===== src/common/aic_pkg.sv =====
// Constants, field layouts and state types for the amplifier control port.
// Assumes the strap level arrives already resolved into a two-bit code.
package aic_pkg;

	// ----------------------------------------------------------------
	// Target address
	// ----------------------------------------------------------------
	// Fixed upper five address bits, then two strap-driven selector bits
	localparam logic [4:0] AIC_ADDR_FIXED = 5'h1B;
	// Strap codes: three bus addresses, one open pin for legacy mode
	localparam logic [1:0] AIC_STRAP_SEL0 = 2'h0;
	localparam logic [1:0] AIC_STRAP_SEL1 = 2'h1;
	localparam logic [1:0] AIC_STRAP_SEL2 = 2'h2;
	localparam logic [1:0] AIC_STRAP_OPEN = 2'h3;

	// ----------------------------------------------------------------
	// Transfer shape
	// ----------------------------------------------------------------
	localparam int AIC_BITS_PER_BYTE = 8;
	localparam logic [1:0] AIC_WR_BYTES = 2'h2;
	localparam logic [1:0] AIC_RD_LAST = 2'h3;

	// ----------------------------------------------------------------
	// Instruction byte one fields
	// ----------------------------------------------------------------
	localparam int AIC_IB1_MUTE_THR = 7;
	localparam int AIC_IB1_DIAG_EN = 6;
	localparam int AIC_IB1_OFS_EN = 5;
	localparam int AIC_IB1_FGAIN = 4;
	localparam int AIC_IB1_RGAIN = 3;
	localparam int AIC_IB1_FUNMUTE = 2;
	localparam int AIC_IB1_RUNMUTE = 1;
	localparam int AIC_IB1_CLIP = 0;
	localparam logic [7:0] AIC_IB1_RESET = 8'h00;

	// ----------------------------------------------------------------
	// Instruction byte two fields
	// ----------------------------------------------------------------
	localparam int AIC_IB2_CUR_THR = 7;
	localparam int AIC_IB2_FAST_MUTE = 5;
	localparam int AIC_IB2_RUN = 4;
	localparam int AIC_IB2_LINE_DRV = 3;
	localparam int AIC_IB2_CUR_DIAG = 2;
	localparam int AIC_IB2_SSR = 0;
	localparam logic [7:0] AIC_IB2_RESET = 8'h00;

	// ----------------------------------------------------------------
	// Diagnostic byte fields
	// ----------------------------------------------------------------
	localparam int AIC_CH_BITS = 6;
	localparam int AIC_CH_OPEN_OR_OFS = 2;
	localparam int AIC_DB1_THERMAL = 7;
	localparam int AIC_DB1_CYCLE_DONE = 6;
	localparam int AIC_DB2_OFS_ACTIVE = 7;
	localparam int AIC_DB2_SSR_MUTE = 6;
	localparam int AIC_DB3_STANDBY = 7;
	localparam int AIC_DB3_DIAG = 6;
	localparam logic [31:0] AIC_DB_RESET = 32'h0000_0000;

	// Bus engine states
	typedef enum logic [2:0] {
		AIC_IDLE, AIC_ADDR, AIC_ADDR_ACK, AIC_WR_BYTE, AIC_WR_ACK,
		AIC_RD_BYTE, AIC_RD_ACK
	} aic_state_e;

endpackage


===== src/core/aic_top.sv =====
// Amplifier control port: bus target, instruction decode, diagnostics.
// Assumes bus pins and straps are asynchronous to ref_clk and that the
// bus clock runs at most one eighth of ref_clk.
//
// What the document requires of this block and its host
// RULE_01: Host sequences power-up with documented waits.
// RULE_02: Host mutes, waits, then asserts hardware standby.
// RULE_03: Host enables diagnostics, waits, reads until clean.
// RULE_04: Open strap disables bus; standby/mute pin controls.
// RULE_05: Bus disabled: data pin selects gain.
// RULE_06: Strap picks one of three addresses.
// RULE_07: Data changes only while clock low.
// RULE_08: Start and stop are data edges, clock high.
// RULE_09: Eight bits, MSB first, then acknowledge.
// RULE_10: Receiver pulls data low during acknowledge.
// RULE_11: Address: fixed bits, selector bits, direction bit.
// RULE_12: Write carries instruction byte one, then two.
// RULE_13: Read returns diagnostic bytes one to four.
// RULE_14: Byte one: mute threshold, diagnostics, offset enable.
// RULE_15: Byte one: front and rear gain select.
// RULE_16: Byte one: front/rear unmute, clip threshold.
// RULE_17: Byte two: fast mute, current threshold.
// RULE_18: Byte two bit four releases standby.
// RULE_19: Byte two: line-driver, current diagnostics, safety routine.
// RULE_20: Diagnostic byte one: thermal warning, cycle done.
// RULE_21: Open-load flag follows selected current threshold.
// RULE_22: Channel one fault field layout.
// RULE_23: Each read restarts cycles, returns previous results.
// RULE_24: Offset must persist between reads to flag.
// RULE_25: Diagnostic byte two: offset status, channel two.
// RULE_26: Apply instructions at stop; ignore extra bytes.
module aic_top
	import aic_pkg::*;
(
	// Clock and reset
	input wire logic ref_clk,
	input wire logic srst,
	// Bus pins, open drain
	input wire logic scl_in,
	input wire logic sda_in,
	output logic sda_out,
	output logic sda_oe_n,
	// Straps and hardware control pins
	input wire logic [1:0] address_select_pin,
	input wire logic standby_mute_pin,
	// Live status from the analog side
	input wire logic thermal_warn,
	input wire logic cycle_done,
	input wire logic offset_active,
	input wire logic ssr_offset_mute,
	input wire logic [4*aic_pkg::AIC_CH_BITS-1:0] chan_flags,
	input wire logic [3:0] chan_offset_raw,
	// Decoded amplifier controls
	output logic bus_enabled,
	output logic supply_mute_thr_high,
	output logic diag_en,
	output logic offset_det_en,
	output logic front_gain_16db,
	output logic rear_gain_16db,
	output logic front_unmute,
	output logic rear_unmute,
	output logic clip_thr_10pct,
	output logic cur_thr_low,
	output logic fast_mute,
	output logic amp_run,
	output logic line_driver_diag,
	output logic cur_diag_en,
	output logic ssr_en,
	// Start of a new diagnostic cycle, one-cycle pulse
	output logic diag_restart
);
	// ----------------------------------------------------------------
	// Pin synchronisation
	// ----------------------------------------------------------------
	logic [4:0] pins_s;
	aic_sync #(.W(5)) u_sync (
		.ref_clk(ref_clk),
		.srst(srst),
		.din({standby_mute_pin, address_select_pin, sda_in, scl_in}),
		.dout(pins_s)
	);

	// Named views of the synchronised pins
	wire scl_s = pins_s[0];
	wire sda_s = pins_s[1];
	wire [1:0] strap_s = pins_s[3:2];
	wire stbmute_s = pins_s[4];

	// Previous samples for edge finding
	logic scl_d_r;
	logic sda_d_r;

	// Bus conditions, each a one-cycle strobe
	wire scl_rise = scl_s & ~scl_d_r;
	wire scl_fall = ~scl_s & scl_d_r;
	wire start_cond = scl_s & scl_d_r & sda_d_r & ~sda_s; // [RULE_08]
	wire stop_cond = scl_s & scl_d_r & ~sda_d_r & sda_s; // [RULE_08]

	// Open strap turns the bus off entirely
	wire legacy = (strap_s == AIC_STRAP_OPEN); // [RULE_04]

	// ----------------------------------------------------------------
	// Engine state
	// ----------------------------------------------------------------
	aic_state_e state_r;
	aic_state_e state_nxt;
	logic [3:0] bit_cnt_r;
	logic [3:0] bit_cnt_nxt;
	logic [7:0] shift_r;
	logic [7:0] shift_nxt;
	logic [1:0] byte_idx_r;
	logic [1:0] byte_idx_nxt;
	logic rd_dir_r;
	logic rd_dir_nxt;
	// High while this end pulls the data line down
	logic drive_low_r;
	logic drive_low_nxt;
	// Instruction bytes in flight and applied
	logic [7:0] ib1_tmp_r;
	logic [7:0] ib2_tmp_r;
	logic [7:0] ib1_r;
	logic [7:0] ib2_r;
	logic [1:0] wr_cnt_r;
	logic [1:0] wr_cnt_nxt;
	logic read_start_nxt;

	// Diagnostic bytes captured at read start
	logic [31:0] db_flat;

	// Address match: fixed field plus strap-selected bits
	wire [7:0] addr_byte = {shift_r[6:0], sda_s};
	wire addr_hit = (addr_byte[7:3] == AIC_ADDR_FIXED) // [RULE_11]
		& (addr_byte[2:1] == strap_s) & ~legacy; // [RULE_06]

	// Byte being sent, chosen by index
	wire [7:0] tx_byte = db_flat[byte_idx_r*8 +: 8]; // [RULE_13]

	// Eighth bit of a byte arrives on this rise
	wire last_bit = (bit_cnt_r == 4'(AIC_BITS_PER_BYTE - 1));

	// ----------------------------------------------------------------
	// Next-state logic of the bus engine
	// ----------------------------------------------------------------
	always_comb begin
		state_nxt = state_r;
		bit_cnt_nxt = bit_cnt_r;
		shift_nxt = shift_r;
		byte_idx_nxt = byte_idx_r;
		rd_dir_nxt = rd_dir_r;
		drive_low_nxt = drive_low_r;
		wr_cnt_nxt = wr_cnt_r;
		read_start_nxt = 1'b0;
		case (state_r)
			AIC_IDLE: begin
				drive_low_nxt = 1'b0;
			end
			// Collect address, MSB first
			AIC_ADDR: begin
				if (scl_rise) begin
					shift_nxt = addr_byte; // [RULE_09]
					bit_cnt_nxt = bit_cnt_r + 4'h1;
					if (last_bit) begin
						rd_dir_nxt = sda_s; // [RULE_11]
						state_nxt = addr_hit ? AIC_ADDR_ACK : AIC_IDLE;
					end
				end
			end
			// Pull low on the fall; the next fall releases, or drives the first read bit
			AIC_ADDR_ACK: begin
				if (scl_fall) begin
					if (!drive_low_r) begin
						drive_low_nxt = 1'b1; // [RULE_10]
						// Snapshot loads under the ack, ready by its end
						read_start_nxt = rd_dir_r; // [RULE_23]
					end else begin
						bit_cnt_nxt = 4'h0;
						byte_idx_nxt = 2'h0;
						wr_cnt_nxt = 2'h0;
						if (rd_dir_r) begin
							// First bit goes out on the fall ending the ack
							bit_cnt_nxt = 4'h1;
							drive_low_nxt = ~db_flat[7]; // [RULE_13]
							state_nxt = AIC_RD_BYTE;
						end else begin
							drive_low_nxt = 1'b0; // [RULE_07]
							state_nxt = AIC_WR_BYTE;
						end
					end
				end
			end
			// Collect instruction byte
			AIC_WR_BYTE: begin
				if (scl_rise) begin
					shift_nxt = addr_byte; // [RULE_09]
					bit_cnt_nxt = bit_cnt_r + 4'h1;
					if (last_bit) begin
						state_nxt = AIC_WR_ACK;
						if (wr_cnt_r != AIC_WR_BYTES) begin
							wr_cnt_nxt = wr_cnt_r + 2'h1; // [RULE_12]
						end
					end
				end
			end
			// Acknowledge every written byte
			AIC_WR_ACK: begin
				if (scl_fall) begin
					if (!drive_low_r) begin
						drive_low_nxt = 1'b1; // [RULE_10]
					end else begin
						drive_low_nxt = 1'b0;
						bit_cnt_nxt = 4'h0;
						state_nxt = AIC_WR_BYTE;
					end
				end
			end
			// Shift out diagnostic bits on each fall
			AIC_RD_BYTE: begin
				if (scl_fall) begin
					if (bit_cnt_r == 4'(AIC_BITS_PER_BYTE)) begin
						drive_low_nxt = 1'b0; // [RULE_10]
						state_nxt = AIC_RD_ACK;
						byte_idx_nxt = byte_idx_r + 2'h1;
					end else begin
						drive_low_nxt = ~tx_byte[3'(7 - bit_cnt_r)]; // [RULE_07]
						bit_cnt_nxt = bit_cnt_r + 4'h1;
					end
				end
			end
			// Host acknowledge; no ack ends the read
			AIC_RD_ACK: begin
				if (scl_rise && sda_s) begin
					state_nxt = AIC_IDLE;
				end else if (scl_fall) begin
					bit_cnt_nxt = 4'h1;
					drive_low_nxt = ~tx_byte[7]; // [RULE_09]
					state_nxt = AIC_RD_BYTE;
				end
			end
			default: begin
				state_nxt = AIC_IDLE;
				drive_low_nxt = 1'b0;
			end
		endcase
		// Start and stop override any byte in progress
		if (start_cond && !legacy) begin
			state_nxt = AIC_ADDR;
			bit_cnt_nxt = 4'h0;
			// A refused address must not reapply an old write at stop
			wr_cnt_nxt = 2'h0;
			drive_low_nxt = 1'b0;
		end else if (stop_cond || legacy) begin
			state_nxt = AIC_IDLE;
			drive_low_nxt = 1'b0;
		end
	end

	// Write the just-completed byte into its slot, extras dropped
	wire wr_done = (state_r == AIC_WR_BYTE) & scl_rise & last_bit;
	wire take_ib1 = wr_done & (wr_cnt_r == 2'h0); // [RULE_12]
	wire take_ib2 = wr_done & (wr_cnt_r == 2'h1); // [RULE_26]
	// Both bytes seen and the transfer closed by stop
	wire apply_ib = stop_cond & ~rd_dir_r & (wr_cnt_r == AIC_WR_BYTES);

	// ----------------------------------------------------------------
	// Engine registers
	// ----------------------------------------------------------------
	always_ff @(posedge ref_clk) begin
		if (srst) begin
			scl_d_r <= 1'b1;
			sda_d_r <= 1'b1;
			state_r <= AIC_IDLE;
			bit_cnt_r <= 4'h0;
			shift_r <= 8'h00;
			byte_idx_r <= 2'h0;
			rd_dir_r <= 1'b0;
			drive_low_r <= 1'b0;
			wr_cnt_r <= 2'h0;
			diag_restart <= 1'b0;
		end else begin
			scl_d_r <= scl_s;
			sda_d_r <= sda_s;
			state_r <= state_nxt;
			bit_cnt_r <= bit_cnt_nxt;
			shift_r <= shift_nxt;
			byte_idx_r <= byte_idx_nxt;
			rd_dir_r <= rd_dir_nxt;
			drive_low_r <= drive_low_nxt;
			wr_cnt_r <= wr_cnt_nxt;
			diag_restart <= read_start_nxt; // [RULE_23]
		end
	end

	// ----------------------------------------------------------------
	// Instruction bytes: staged while received, applied at stop
	// ----------------------------------------------------------------
	always_ff @(posedge ref_clk) begin
		if (srst) begin
			ib1_tmp_r <= AIC_IB1_RESET;
			ib2_tmp_r <= AIC_IB2_RESET;
			ib1_r <= AIC_IB1_RESET;
			ib2_r <= AIC_IB2_RESET;
		end else begin
			if (take_ib1) begin
				ib1_tmp_r <= addr_byte;
			end
			if (take_ib2) begin
				ib2_tmp_r <= addr_byte;
			end
			if (apply_ib) begin
				ib1_r <= ib1_tmp_r; // [RULE_26]
				ib2_r <= ib2_tmp_r; // [RULE_26]
			end
		end
	end

	// ----------------------------------------------------------------
	// Diagnostic store
	// ----------------------------------------------------------------
	aic_diag u_diag (
		.ref_clk(ref_clk),
		.srst(srst),
		.read_start(read_start_nxt),
		.offset_en(offset_det_en),
		.thermal_warn(thermal_warn),
		.cycle_done(cycle_done),
		.offset_active(offset_active),
		.ssr_offset_mute(ssr_offset_mute),
		.standby_stat(ib2_r[AIC_IB2_RUN]),
		.diag_stat(ib1_r[AIC_IB1_DIAG_EN]),
		.chan_flags(chan_flags),
		.chan_offset_raw(chan_offset_raw),
		.db_flat(db_flat)
	);

	// ----------------------------------------------------------------
	// Control outputs; legacy mode takes gains, unmutes and run from pins instead
	// ----------------------------------------------------------------
	always_ff @(posedge ref_clk) begin
		if (srst) begin
			sda_out <= 1'b0;
			sda_oe_n <= 1'b1;
			bus_enabled <= 1'b0;
			supply_mute_thr_high <= 1'b0;
			diag_en <= 1'b0;
			offset_det_en <= 1'b0;
			front_gain_16db <= 1'b0;
			rear_gain_16db <= 1'b0;
			front_unmute <= 1'b0;
			rear_unmute <= 1'b0;
			clip_thr_10pct <= 1'b0;
			cur_thr_low <= 1'b0;
			fast_mute <= 1'b0;
			amp_run <= 1'b0;
			line_driver_diag <= 1'b0;
			cur_diag_en <= 1'b0;
			ssr_en <= 1'b0;
		end else begin
			// Open drain: only ever pulls low
			sda_out <= 1'b0;
			sda_oe_n <= ~drive_low_nxt | legacy; // [RULE_10]
			bus_enabled <= ~legacy; // [RULE_04]
			supply_mute_thr_high <= ib1_r[AIC_IB1_MUTE_THR]; // [RULE_14]
			diag_en <= ib1_r[AIC_IB1_DIAG_EN]; // [RULE_14]
			offset_det_en <= ib1_r[AIC_IB1_OFS_EN]; // [RULE_14]
			clip_thr_10pct <= ib1_r[AIC_IB1_CLIP]; // [RULE_16]
			cur_thr_low <= ib2_r[AIC_IB2_CUR_THR]; // [RULE_17] [RULE_21]
			fast_mute <= ib2_r[AIC_IB2_FAST_MUTE]; // [RULE_17]
			line_driver_diag <= ib2_r[AIC_IB2_LINE_DRV]; // [RULE_19]
			cur_diag_en <= ib2_r[AIC_IB2_CUR_DIAG]; // [RULE_19]
			ssr_en <= ib2_r[AIC_IB2_SSR]; // [RULE_19]
			if (legacy) begin
				front_gain_16db <= sda_s; // [RULE_05]
				rear_gain_16db <= sda_s; // [RULE_05]
				front_unmute <= stbmute_s; // [RULE_04]
				rear_unmute <= stbmute_s; // [RULE_04]
				amp_run <= stbmute_s; // [RULE_04]
			end else begin
				front_gain_16db <= ib1_r[AIC_IB1_FGAIN]; // [RULE_15]
				rear_gain_16db <= ib1_r[AIC_IB1_RGAIN]; // [RULE_15]
				front_unmute <= ib1_r[AIC_IB1_FUNMUTE]; // [RULE_16]
				rear_unmute <= ib1_r[AIC_IB1_RUNMUTE]; // [RULE_16]
				amp_run <= ib2_r[AIC_IB2_RUN]; // [RULE_18]
			end
		end
	end
endmodule // aic_top


===== src/core/aic_sync.sv =====
// Two-stage synchroniser for a group of unrelated pin levels.
// Assumes each bit is a slow level; no bus coherence is implied.
module aic_sync #(
	parameter int W = 1
) (
	// Clock and reset
	input wire logic ref_clk,
	input wire logic srst,
	// Pin side and synchronised side
	input wire logic [W-1:0] din,
	output logic [W-1:0] dout
);
	// First stage is read only by the second stage
	logic [W-1:0] meta_r;

	// ----------------------------------------------------------------
	// Two flip-flops, reset to zero
	// ----------------------------------------------------------------
	always_ff @(posedge ref_clk) begin
		if (srst) begin
			meta_r <= '0;
			dout <= '0;
		end else begin
			meta_r <= din;
			dout <= meta_r;
		end
	end
endmodule // aic_sync


===== src/core/aic_diag.sv =====
// Diagnostic result store: live flags in, one-cycle-late snapshot out.
// Assumes read_start is a one-cycle pulse on ref_clk per read transfer.
module aic_diag
	import aic_pkg::*;
(
	// Clock and reset
	input wire logic ref_clk,
	input wire logic srst,
	// Control
	input wire logic read_start,
	input wire logic offset_en,
	// Live status from the analog side; standby and diagnostic status from the instruction bytes
	input wire logic thermal_warn,
	input wire logic cycle_done,
	input wire logic offset_active,
	input wire logic ssr_offset_mute,
	input wire logic standby_stat,
	input wire logic diag_stat,
	input wire logic [4*aic_pkg::AIC_CH_BITS-1:0] chan_flags,
	input wire logic [3:0] chan_offset_raw,
	// Bytes one to four, byte one in the low eight bits
	output logic [31:0] db_flat
);
	// Offset enable seen last cycle, for its rising edge
	logic ofs_en_d_r;
	// Offset seen on every cycle since the window opened
	logic [3:0] persist_r;
	logic [3:0] persist_nxt;
	// Results of the cycle that is still running
	logic [31:0] result_r;
	// Live byte image and per-channel fields
	logic [31:0] live;
	logic [4*AIC_CH_BITS-1:0] ch_field;
	wire ofs_start = read_start | (offset_en & ~ofs_en_d_r);

	// ----------------------------------------------------------------
	// Per-channel field: offset folds into the open/offset bit
	// ----------------------------------------------------------------
	genvar c;
	generate
		for (c = 0; c < 4; c++) begin : g_ch
			wire ofs_hit = offset_en & persist_r[c] & chan_offset_raw[c];
			// One driver per field slice keeps the slices independent
			assign ch_field[c*AIC_CH_BITS +: AIC_CH_BITS] =
				chan_flags[c*AIC_CH_BITS +: AIC_CH_BITS]
				| (AIC_CH_BITS'(ofs_hit) << AIC_CH_OPEN_OR_OFS); // [RULE_24]
		end
	endgenerate

	// Offset must hold on every cycle of the window to count
	assign persist_nxt = ofs_start ? 4'hF : (persist_r & chan_offset_raw);

	// ----------------------------------------------------------------
	// Byte image; byte four carries channel four with top bits zero
	// ----------------------------------------------------------------
	always_comb begin
		live = '0;
		live[5:0] = ch_field[5:0]; // [RULE_22]
		live[AIC_DB1_THERMAL] = thermal_warn; // [RULE_20]
		live[AIC_DB1_CYCLE_DONE] = cycle_done; // [RULE_20]
		live[13:8] = ch_field[11:6]; // [RULE_25]
		live[8 + AIC_DB2_OFS_ACTIVE] = offset_active; // [RULE_25]
		live[8 + AIC_DB2_SSR_MUTE] = ssr_offset_mute; // [RULE_25]
		live[21:16] = ch_field[17:12];
		live[16 + AIC_DB3_STANDBY] = standby_stat;
		live[16 + AIC_DB3_DIAG] = diag_stat;
		live[29:24] = ch_field[23:18];
	end

	// ----------------------------------------------------------------
	// A read hands out the previous cycle and starts a new one
	// ----------------------------------------------------------------
	always_ff @(posedge ref_clk) begin
		if (srst) begin
			ofs_en_d_r <= 1'b0;
			persist_r <= 4'h0;
			result_r <= AIC_DB_RESET;
			db_flat <= AIC_DB_RESET;
		end else begin
			ofs_en_d_r <= offset_en;
			persist_r <= persist_nxt;
			if (read_start) begin
				db_flat <= result_r; // [RULE_23]
				result_r <= live; // [RULE_23]
			end
		end
	end
endmodule // aic_diag


===== config.mk =====
export PLATFORM = sky130hd
export DESIGN_NAME = aic_top
export DESIGN_NICKNAME = d
export VERILOG_FILES = /design/src/common/aic_pkg.sv /design/src/core/aic_top.sv /design/src/core/aic_sync.sv /design/src/core/aic_diag.sv
export SDC_FILE = /design/constraint.sdc
export NUM_CORES = 1
export LEC_CHECK = 0
export ABC_AREA = 1
export BUFFER_PORTS_ARGS = -buffer_cell sky130_fd_sc_hd__buf_2
export CORE_MARGIN = 1
export CORE_UTILIZATION = 58
export CTS_CLUSTER_SIZE = 14
export DETAILED_ROUTE_END_ITERATION = 6
export GPL_TIMING_DRIVEN = 1
export PLACE_DENSITY = 0.78
export REMOVE_ABC_BUFFERS = 1
export SYNTH_ARGS = -nofsm -noshare
export SYNTH_HDL_FRONTEND = slang
export SYNTH_SLANG_ARGS = --single-unit

===== constraint.sdc =====
create_clock -name ref_clk -period 2.01 [get_ports ref_clk]
set_input_delay 0.3015 -clock ref_clk [delete_from_list [all_inputs] [get_ports ref_clk]]
set_output_delay 0.3015 -clock ref_clk [all_outputs]
set_load 0.02 [all_outputs]

==> results of run 1 <==
cell type report:
type / count / area share, %
Clock buffer: 26 / 7.29
Clock inverter: 6 / 1.57
Inverter: 97 / 5.44
Multi-Input combinational cell: 463 / 33.3
Sequential cell: 142 / 42.5
Tap cell: 129 / 2.41
Timing Repair Buffer: 78 / 7.48
cell families (layout without fill, tap and decap cells):
| group | count (synthesis) | count (layout) |
|---|---|---|
| and+or+nand+nor | 265 | 265 |
| other | 1 | 1 |
| AOI/OAI and AO/OA | 191 | 191 |
| DFF | 142 | 142 |
| adders and majority gates | 5 | 5 |
| xor gates and xnor gates | 1 | 1 |
| buffers and inverters | 133 | 207 |
critical path, stage by stage, from the launching register on:
cell and delay (ps):
dfxtp_1 430, inv_1 140, nand2_2 120, inv_2 50
nand2_2 100, nor3_4 50, inv_2 220, buf_12 210
o21ai_0 170, o21ai_0 190, inv_1 50
stage by stage:
stage / instance area, um2 / setup WS (ps) / utilization [%]
6_report: 6700 / 176 / 71.8
5_1_grt: 6700 / 32.3 / 71.8
3_5_place_dp: 5990 / 113 / 64.2
2_1_floorplan: 5440 / -403 / -
3_3_place_gp: 5990 / 273 / 64.2
4_1_cts: 6690 / 97.2 / 71.8
power groups by stage:
stage	Sequential [uW]	Combinational (uW)	Clock [uW]
final	2980	1040	3110
after global routing	2990	1180	3280
after CTS	2980	1030	3150
after detailed placement	3030	990	0
after global placement	3030	986	0
after floorplan	3040	720	0
Yosys cell counts (all sizes together):
cell	count
clkbuf	21
inv	96
buf	15
o2111ai	2
clkinv	1
o211a	1
or2	4
nand2	83
dfxtp	142
ha	5
o211ai	1
conb	1
o21a	1
a311oi	1
nand3	44
nor2	126
nor3	5
nand3b	2
nand4	1
o21ai	104
a211oi	12
xor2	1
a21oi	69
worst max-delay path by stage:
stage / from / to / slack (ps) / cells past startpoint
5_1_grt: state_r[0] / u_diag.persist_r[1] / 30 / 10
4_1_cts: bit_cnt_r[0] / bit_cnt_r[2] / 100 / 9
2_1_floorplan: state_r[1] / u_diag.persist_r[0] / -400 / 10
6_report: state_r[0] / u_diag.persist_r[0] / 180 / 10
3_5_place_dp: bit_cnt_r[0] / bit_cnt_r[2] / 110 / 9
3_3_place_gp: bit_cnt_r[0] / bit_cnt_r[2] / 270 / 9
sequential cells by signal (all words and copies together) (netlist names), 3 cells and up:
| signal | count |
|---|---|
| bit_cnt_r | 4 |
| ib1_r | 8 |
| ib1_tmp_r | 8 |
| ib2_r | 6 |
| ib2_tmp_r | 6 |
| shift_r | 7 |
| state_r | 3 |
| u_diag.db_flat | 30 |
| u_diag.persist_r | 4 |
| u_diag.result_r | 30 |
| u_sync.dout | 5 |
| u_sync.meta_r | 5 |
layer usage:
| metal | vias up | track usage [%] | wire length [um] |
|---|---|---|---|
| met1 | 2206 | 32.3 | 5710 |
| met4 | 0 | 6.13 | 95 |
| li1 | 2499 | - | - |
| met2 | 115 | 41.8 | 5460 |
| met3 | 10 | 7.03 | 469 |
| met5 | - | 0 | 0 |
what timing repair did:
action,4_1_cts,5_1_grt
setup endpoints to repair,0,5
buffers inserted,0,0
endpoints found under the hold margin,11,0
hold buffers,11,0
resized for setup,0,1
==> results.json, run 1 <==
{
  "report.final.slew_viol_count": 0,
  "io_pins": 57,
  "p_switching_uw": 1830,
  "postRouteAntennaNets": 0,
  "max_cap_violations": 0,
  "numCtsBuffers": 17,
  "leakagePower_uw": 0.00299,
  "die_area_um2": 10100,
  "yosys.area.top_type": "dfxtp_1",
  "cts-root-buf": "clkbuf_8",
  "cp-start-kind": "register",
  "start_util_pct": 60.2,
  "min_path_cells": 3,
  "pwr-share-clk_pct": 43.6,
  "first_global_vias": 4547,
  "fin_nets": 843,
  "cp.arrival_ps": 2240,
  "reg2reg_depth": 10,
  "total_power_uw": 7120,
  "synth-xor-area-share_pct": 0.156,
  "hpwl_um": 7620,
  "period_share_pct": 91.3,
  "yosysUniqueCellTypes": 35,
  "drc": 0,
  "powerDensity_nw_per_um2": 1060,
  "finalClockSkew_ps": 4.78,
  "drive_gt1_share_pct": 14.7,
  "r2r_start": "state_r[0]",
  "min_period_ps": 1830,
  "dp.cells": 898,
  "synth_top_family_by_area": "simple AND/OR/NAND/NOR gates",
  "r2r_slack_ps": 180,
  "drt-pass1-iter-count": 5,
  "grt_max_degree": 103,
  "fmax_mhz": 545,
  "p_seq_share_pct": 41.8,
  "cts_buffer_depth": 2,
  "hold_class": "in2reg",
  "muxShareOfSynthArea_pct": 0,
  "synth.avg_cell_area_um2": 7.61,
  "r2r_end": "u_diag.persist_r[0]",
  "n_antenna_cell": 0,
  "syn_area_um2": 5610,
  "cts_tree": "yes",
  "cp-end-kind": "register",
  "clock_latency_ps": 510,
  "cts_htree_levels": 4,
  "grt_pass1_wl_um": 20000,
  "p_int_uw": 5290,
  "areaGrowthSynthToFinish_pct": 19.3,
  "ys_ff_latch": 142,
  "whs_ps": 13.6,
  "layout_commonest_cell": "dfxtp_1",
  "min_to": "u_diag.result_r[12]",
  "final_cells": 941,
  "worstSetupPathType": "reg2reg",
  "crit_required_ps": 2420,
  "finalWirelength_um": 11700,
  "regArea_um2": 2840,
  "row_count": 35,
  "grt_overflow_total": 0,
  "fill_cells": 749,
  "drtIter0Drc": 228,
  "core_um2": 9330,
  "min_from": "chan_flags[10]",
  "path_clk_slew_ps": 60,
  "critPathMaxFanout": 26,
  "final_cell_mix": "dfxtp_1 (141), nor2_1 (120), o21ai_0 (103)",
  "die_h_um": 100,
  "synthSimpleGateAreaFrac_pct": 20.0,
  "tns_ps": 0,
  "swShare_pct": 25.8,
  "detail_route.vias_per_cell": 5.13,
  "wl_per_cell_um": 12.5,
  "synth_top_area_share_pct": 50.6,
  "via_count": 4830,
  "gp_congestion": 0.899,
  "synth_area_leaders": "dfxtp_1 (51%), o21ai_0 (9.2%), nor2_1 (8.0%)",
  "antenna_found_initial": 0,
  "synth_compound_area_share_pct": 18.4,
  "cts.sinks": 142,
  "grt_usage_pct": 25.1,
  "rsz0062_at_grt": "false",
  "peakVddDrop_v": 0.000889,
  "yosysWarnings": 0,
  "seq_area_frac_synth_pct": 50.6,
  "synthAdderAreaFrac_pct": 1.11,
  "status": "finished, final reports clean",
  "p_comb_share_pct": 14.5,
  "syn_inst": 738,
  "hold_viol": 0,
  "die_w_um": 100,
  "setup_viol_count_final": 0,
  "multi_input_area_um2": 2230,
  "numPortBuffers": 55
}
Power figures use the tool's default switching activity.
==> run 2: changes to the inputs <==
--- a/config.mk
+++ b/config.mk
@@ -8,11 +8,11 @@
 export ABC_AREA = 1
 export BUFFER_PORTS_ARGS = -buffer_cell sky130_fd_sc_hd__buf_2
 export CORE_MARGIN = 1
-export CORE_UTILIZATION = 58
+export CORE_UTILIZATION = 63
 export CTS_CLUSTER_SIZE = 14
 export DETAILED_ROUTE_END_ITERATION = 6
 export GPL_TIMING_DRIVEN = 1
-export PLACE_DENSITY = 0.78
+export PLACE_DENSITY = 0.83
 export REMOVE_ABC_BUFFERS = 1
 export SYNTH_ARGS = -nofsm -noshare
 export SYNTH_HDL_FRONTEND = slang
==> constraint.sdc (replaced) <==
create_clock -name ref_clk -period 2.35 [get_ports ref_clk]
set_input_delay 0.3525 -clock ref_clk [delete_from_list [all_inputs] [get_ports ref_clk]]
set_output_delay 0.3525 -clock ref_clk [all_outputs]
set_load 0.02 [all_outputs]
==> run 2 against run 1 <==
Register-to-register slack better by 90 ps; sequential share of layout area is 1.4 points higher; via count is 0.19% higher; first-iteration DRC count is 5.3% lower; non-clock buffer count is 16 lower; total power is 17% lower; maximum frequency is 12% lower; core utilization is 2.9 points higher; routed wire length is 0.51% higher.
==> results.json, run 2 (synthesized netlist as in run 1, its figures left out) <==
{
  "status": "finished, final reports clean",
  "numPortBuffers": 55,
  "hold_class": "in2reg",
  "drc": 0,
  "drtIter0Drc": 216,
  "slowest_stage": "dfxtp_1",
  "layout_commonest_cell": "dfxtp_1",
  "dp.cells": 872,
  "first_global_vias": 4396,
  "min_period_ps": 2080,
  "period_share_pct": 88.6,
  "grt_overflow_total": 0,
  "whs_ps": 36.0,
  "postCtsSetupBuffers": 0,
  "setup_viol_count_final": 0,
  "cp-end-kind": "register",
  "critical_path.max_stage_delay_ps": 760,
  "io_pins": 57,
  "postRouteAntennaNets": 0,
  "path_delay_family": "flip-flops",
  "critPathMaxFanout": 21,
  "powerDensity_nw_per_um2": 912,
  "fin_nets": 827,
  "crit_required_ps": 2750,
  "drt-pass1-iter-count": 5,
  "n_antenna_cell": 0,
  "cp.arrival_ps": 2490,
  "row_count": 34,
  "via_count": 4839,
  "tightest_slew_ps": 690,
  "start_util_pct": 64.7,
  "startpoint": "byte_idx_r[0]",
  "min_from": "address_select_pin[1]",
  "cts_htree_levels": 4,
  "total_power_uw": 5910,
  "crit_chain": "inv_1, nand2_1, nand3_1, nand3_1, nand3_1, nand3_1, nand3_1, nand2_1, a21oi_1",
  "rsz0062_at_grt": "false",
  "final_cells": 903,
  "max_cap_violations": 0,
  "finalWirelength_um": 11800,
  "die_h_um": 96.4,
  "core_um2": 8680,
  "grt_pass1_wl_um": 19200,
  "detail_route.vias_per_cell": 5.36,
  "gp_congestion": 1.01,
  "cts.repair.resized": 0,
  "die_w_um": 96.4,
  "r2r_start": "byte_idx_r[0]",
  "final_cell_mix": "dfxtp_1 (142), nor2_1 (120), o21ai_0 (103)",
  "critPathBufInv": 1,
  "wl_per_cell_um": 13.1,
  "worst_slack_ps": 267,
  "hold_buffers": 0,
  "finalClockSkew_ps": 10.7,
  "cts.sinks": 142,
  "areaGrowthSynthToFinish_pct": 15.4,
  "reg_top3": "u_diag.db_flat x30, u_diag.result_r x30",
  "worstSetupPathType": "reg2reg",
  "relSlewSlack_pct": 53.9,
  "leakagePower_uw": 0.00290,
  "cts_tree": "yes",
  "hold_viol": 0,
  "cts_buffer_depth": 2,
  "clock_latency_ps": 520,
  "antenna_found_initial": 0,
  "fmax_mhz": 480,
  "cp_common_cell": "nand3_1",
  "numCtsBuffers": 17,
  "peakVddDrop_v": 0.000553,
  "path_clk_slew_ps": 60,
  "hpwl_um": 7400,
  "die_area_um2": 9290,
  "grt_usage_pct": 26.8,
  "pre_cts_slack_ps": 375,
  "report.final.slew_viol_count": 0,
  "cts-root-buf": "clkbuf_8",
  "tns_ps": 0,
  "grt_max_degree": 71,
  "drive_gt1_share_pct": 14.7,
  "cp-start-kind": "register"
}
[run 2: cell types whose count changed in the layout (fill, tap and decap cells not counted)]
cell,previous run,this run
dlygate4sd3_1,11,0
clkbuf_1,5,0
clkinv_4,0,5
buf_4,10,6
bufinv_16,3,1
inv_6,0,2
buf_12,2,1
clkbuf_8,5,4
clkinv_2,3,2
clkinvlp_4,0,1
dfxtp_1,141,142
dfxtp_2,1,0
[run 2: worst paths after layout]
path / end / slack, ps / depth (start not counted)
setup / recovery: drive_low_r / 270 / 9
hold / removal: u_sync.meta_r[3] / 40 / 3
setup reg to reg: drive_low_r / 270 / 9
hold reg to reg: u_sync.dout[1] / 400 / 2
[run 2: cell type report]
class                   count  area, um2
inverters                  97        364
well taps                 108        135
multi-input cells         463       2230
fillers                   691       2200
clock inverters            11        109
clock buffers              20        455
repair buffers             62        340
flip-flops and latches    142       2840
[run 2: metal layers]
layer / up-vias / GRT usage (%) / wire, um
met1: 2203 / 34.1 / 5430
met4: 0 / 12.6 / 265
met2: 150 / 43.9 / 5540
met5: - / 0 / 0
met3: 24 / 5.24 / 569
li1: 2462 / - / -
[run 2: stage by stage]
stage	cell area (um2)	utilization [%]
2_1_floorplan	5440	-
3_3_place_gp	5910	68.2
3_5_place_dp	5910	68.2
4_1_cts	6480	74.7
5_1_grt	6480	74.7
6_report	6480	74.7
[run 2: worst reg2reg max path, stage by stage, from the launching register on]
cell and delay (ps):
dfxtp_1 760, inv_1 430, nand2_1 170, nand3_1 120, nand3_1 90, nand3_1 80
nand3_1 80, nand3_1 90, nand2_1 90, a21oi_1 60
[run 2: where the power goes]
part           switching [uW]  leakage, uW  internal [uW]
logic                     540      0.00147            300
registers                 107      0.00115           2480
clock network             994     0.000278           1490
total                    1640      0.00290           4270
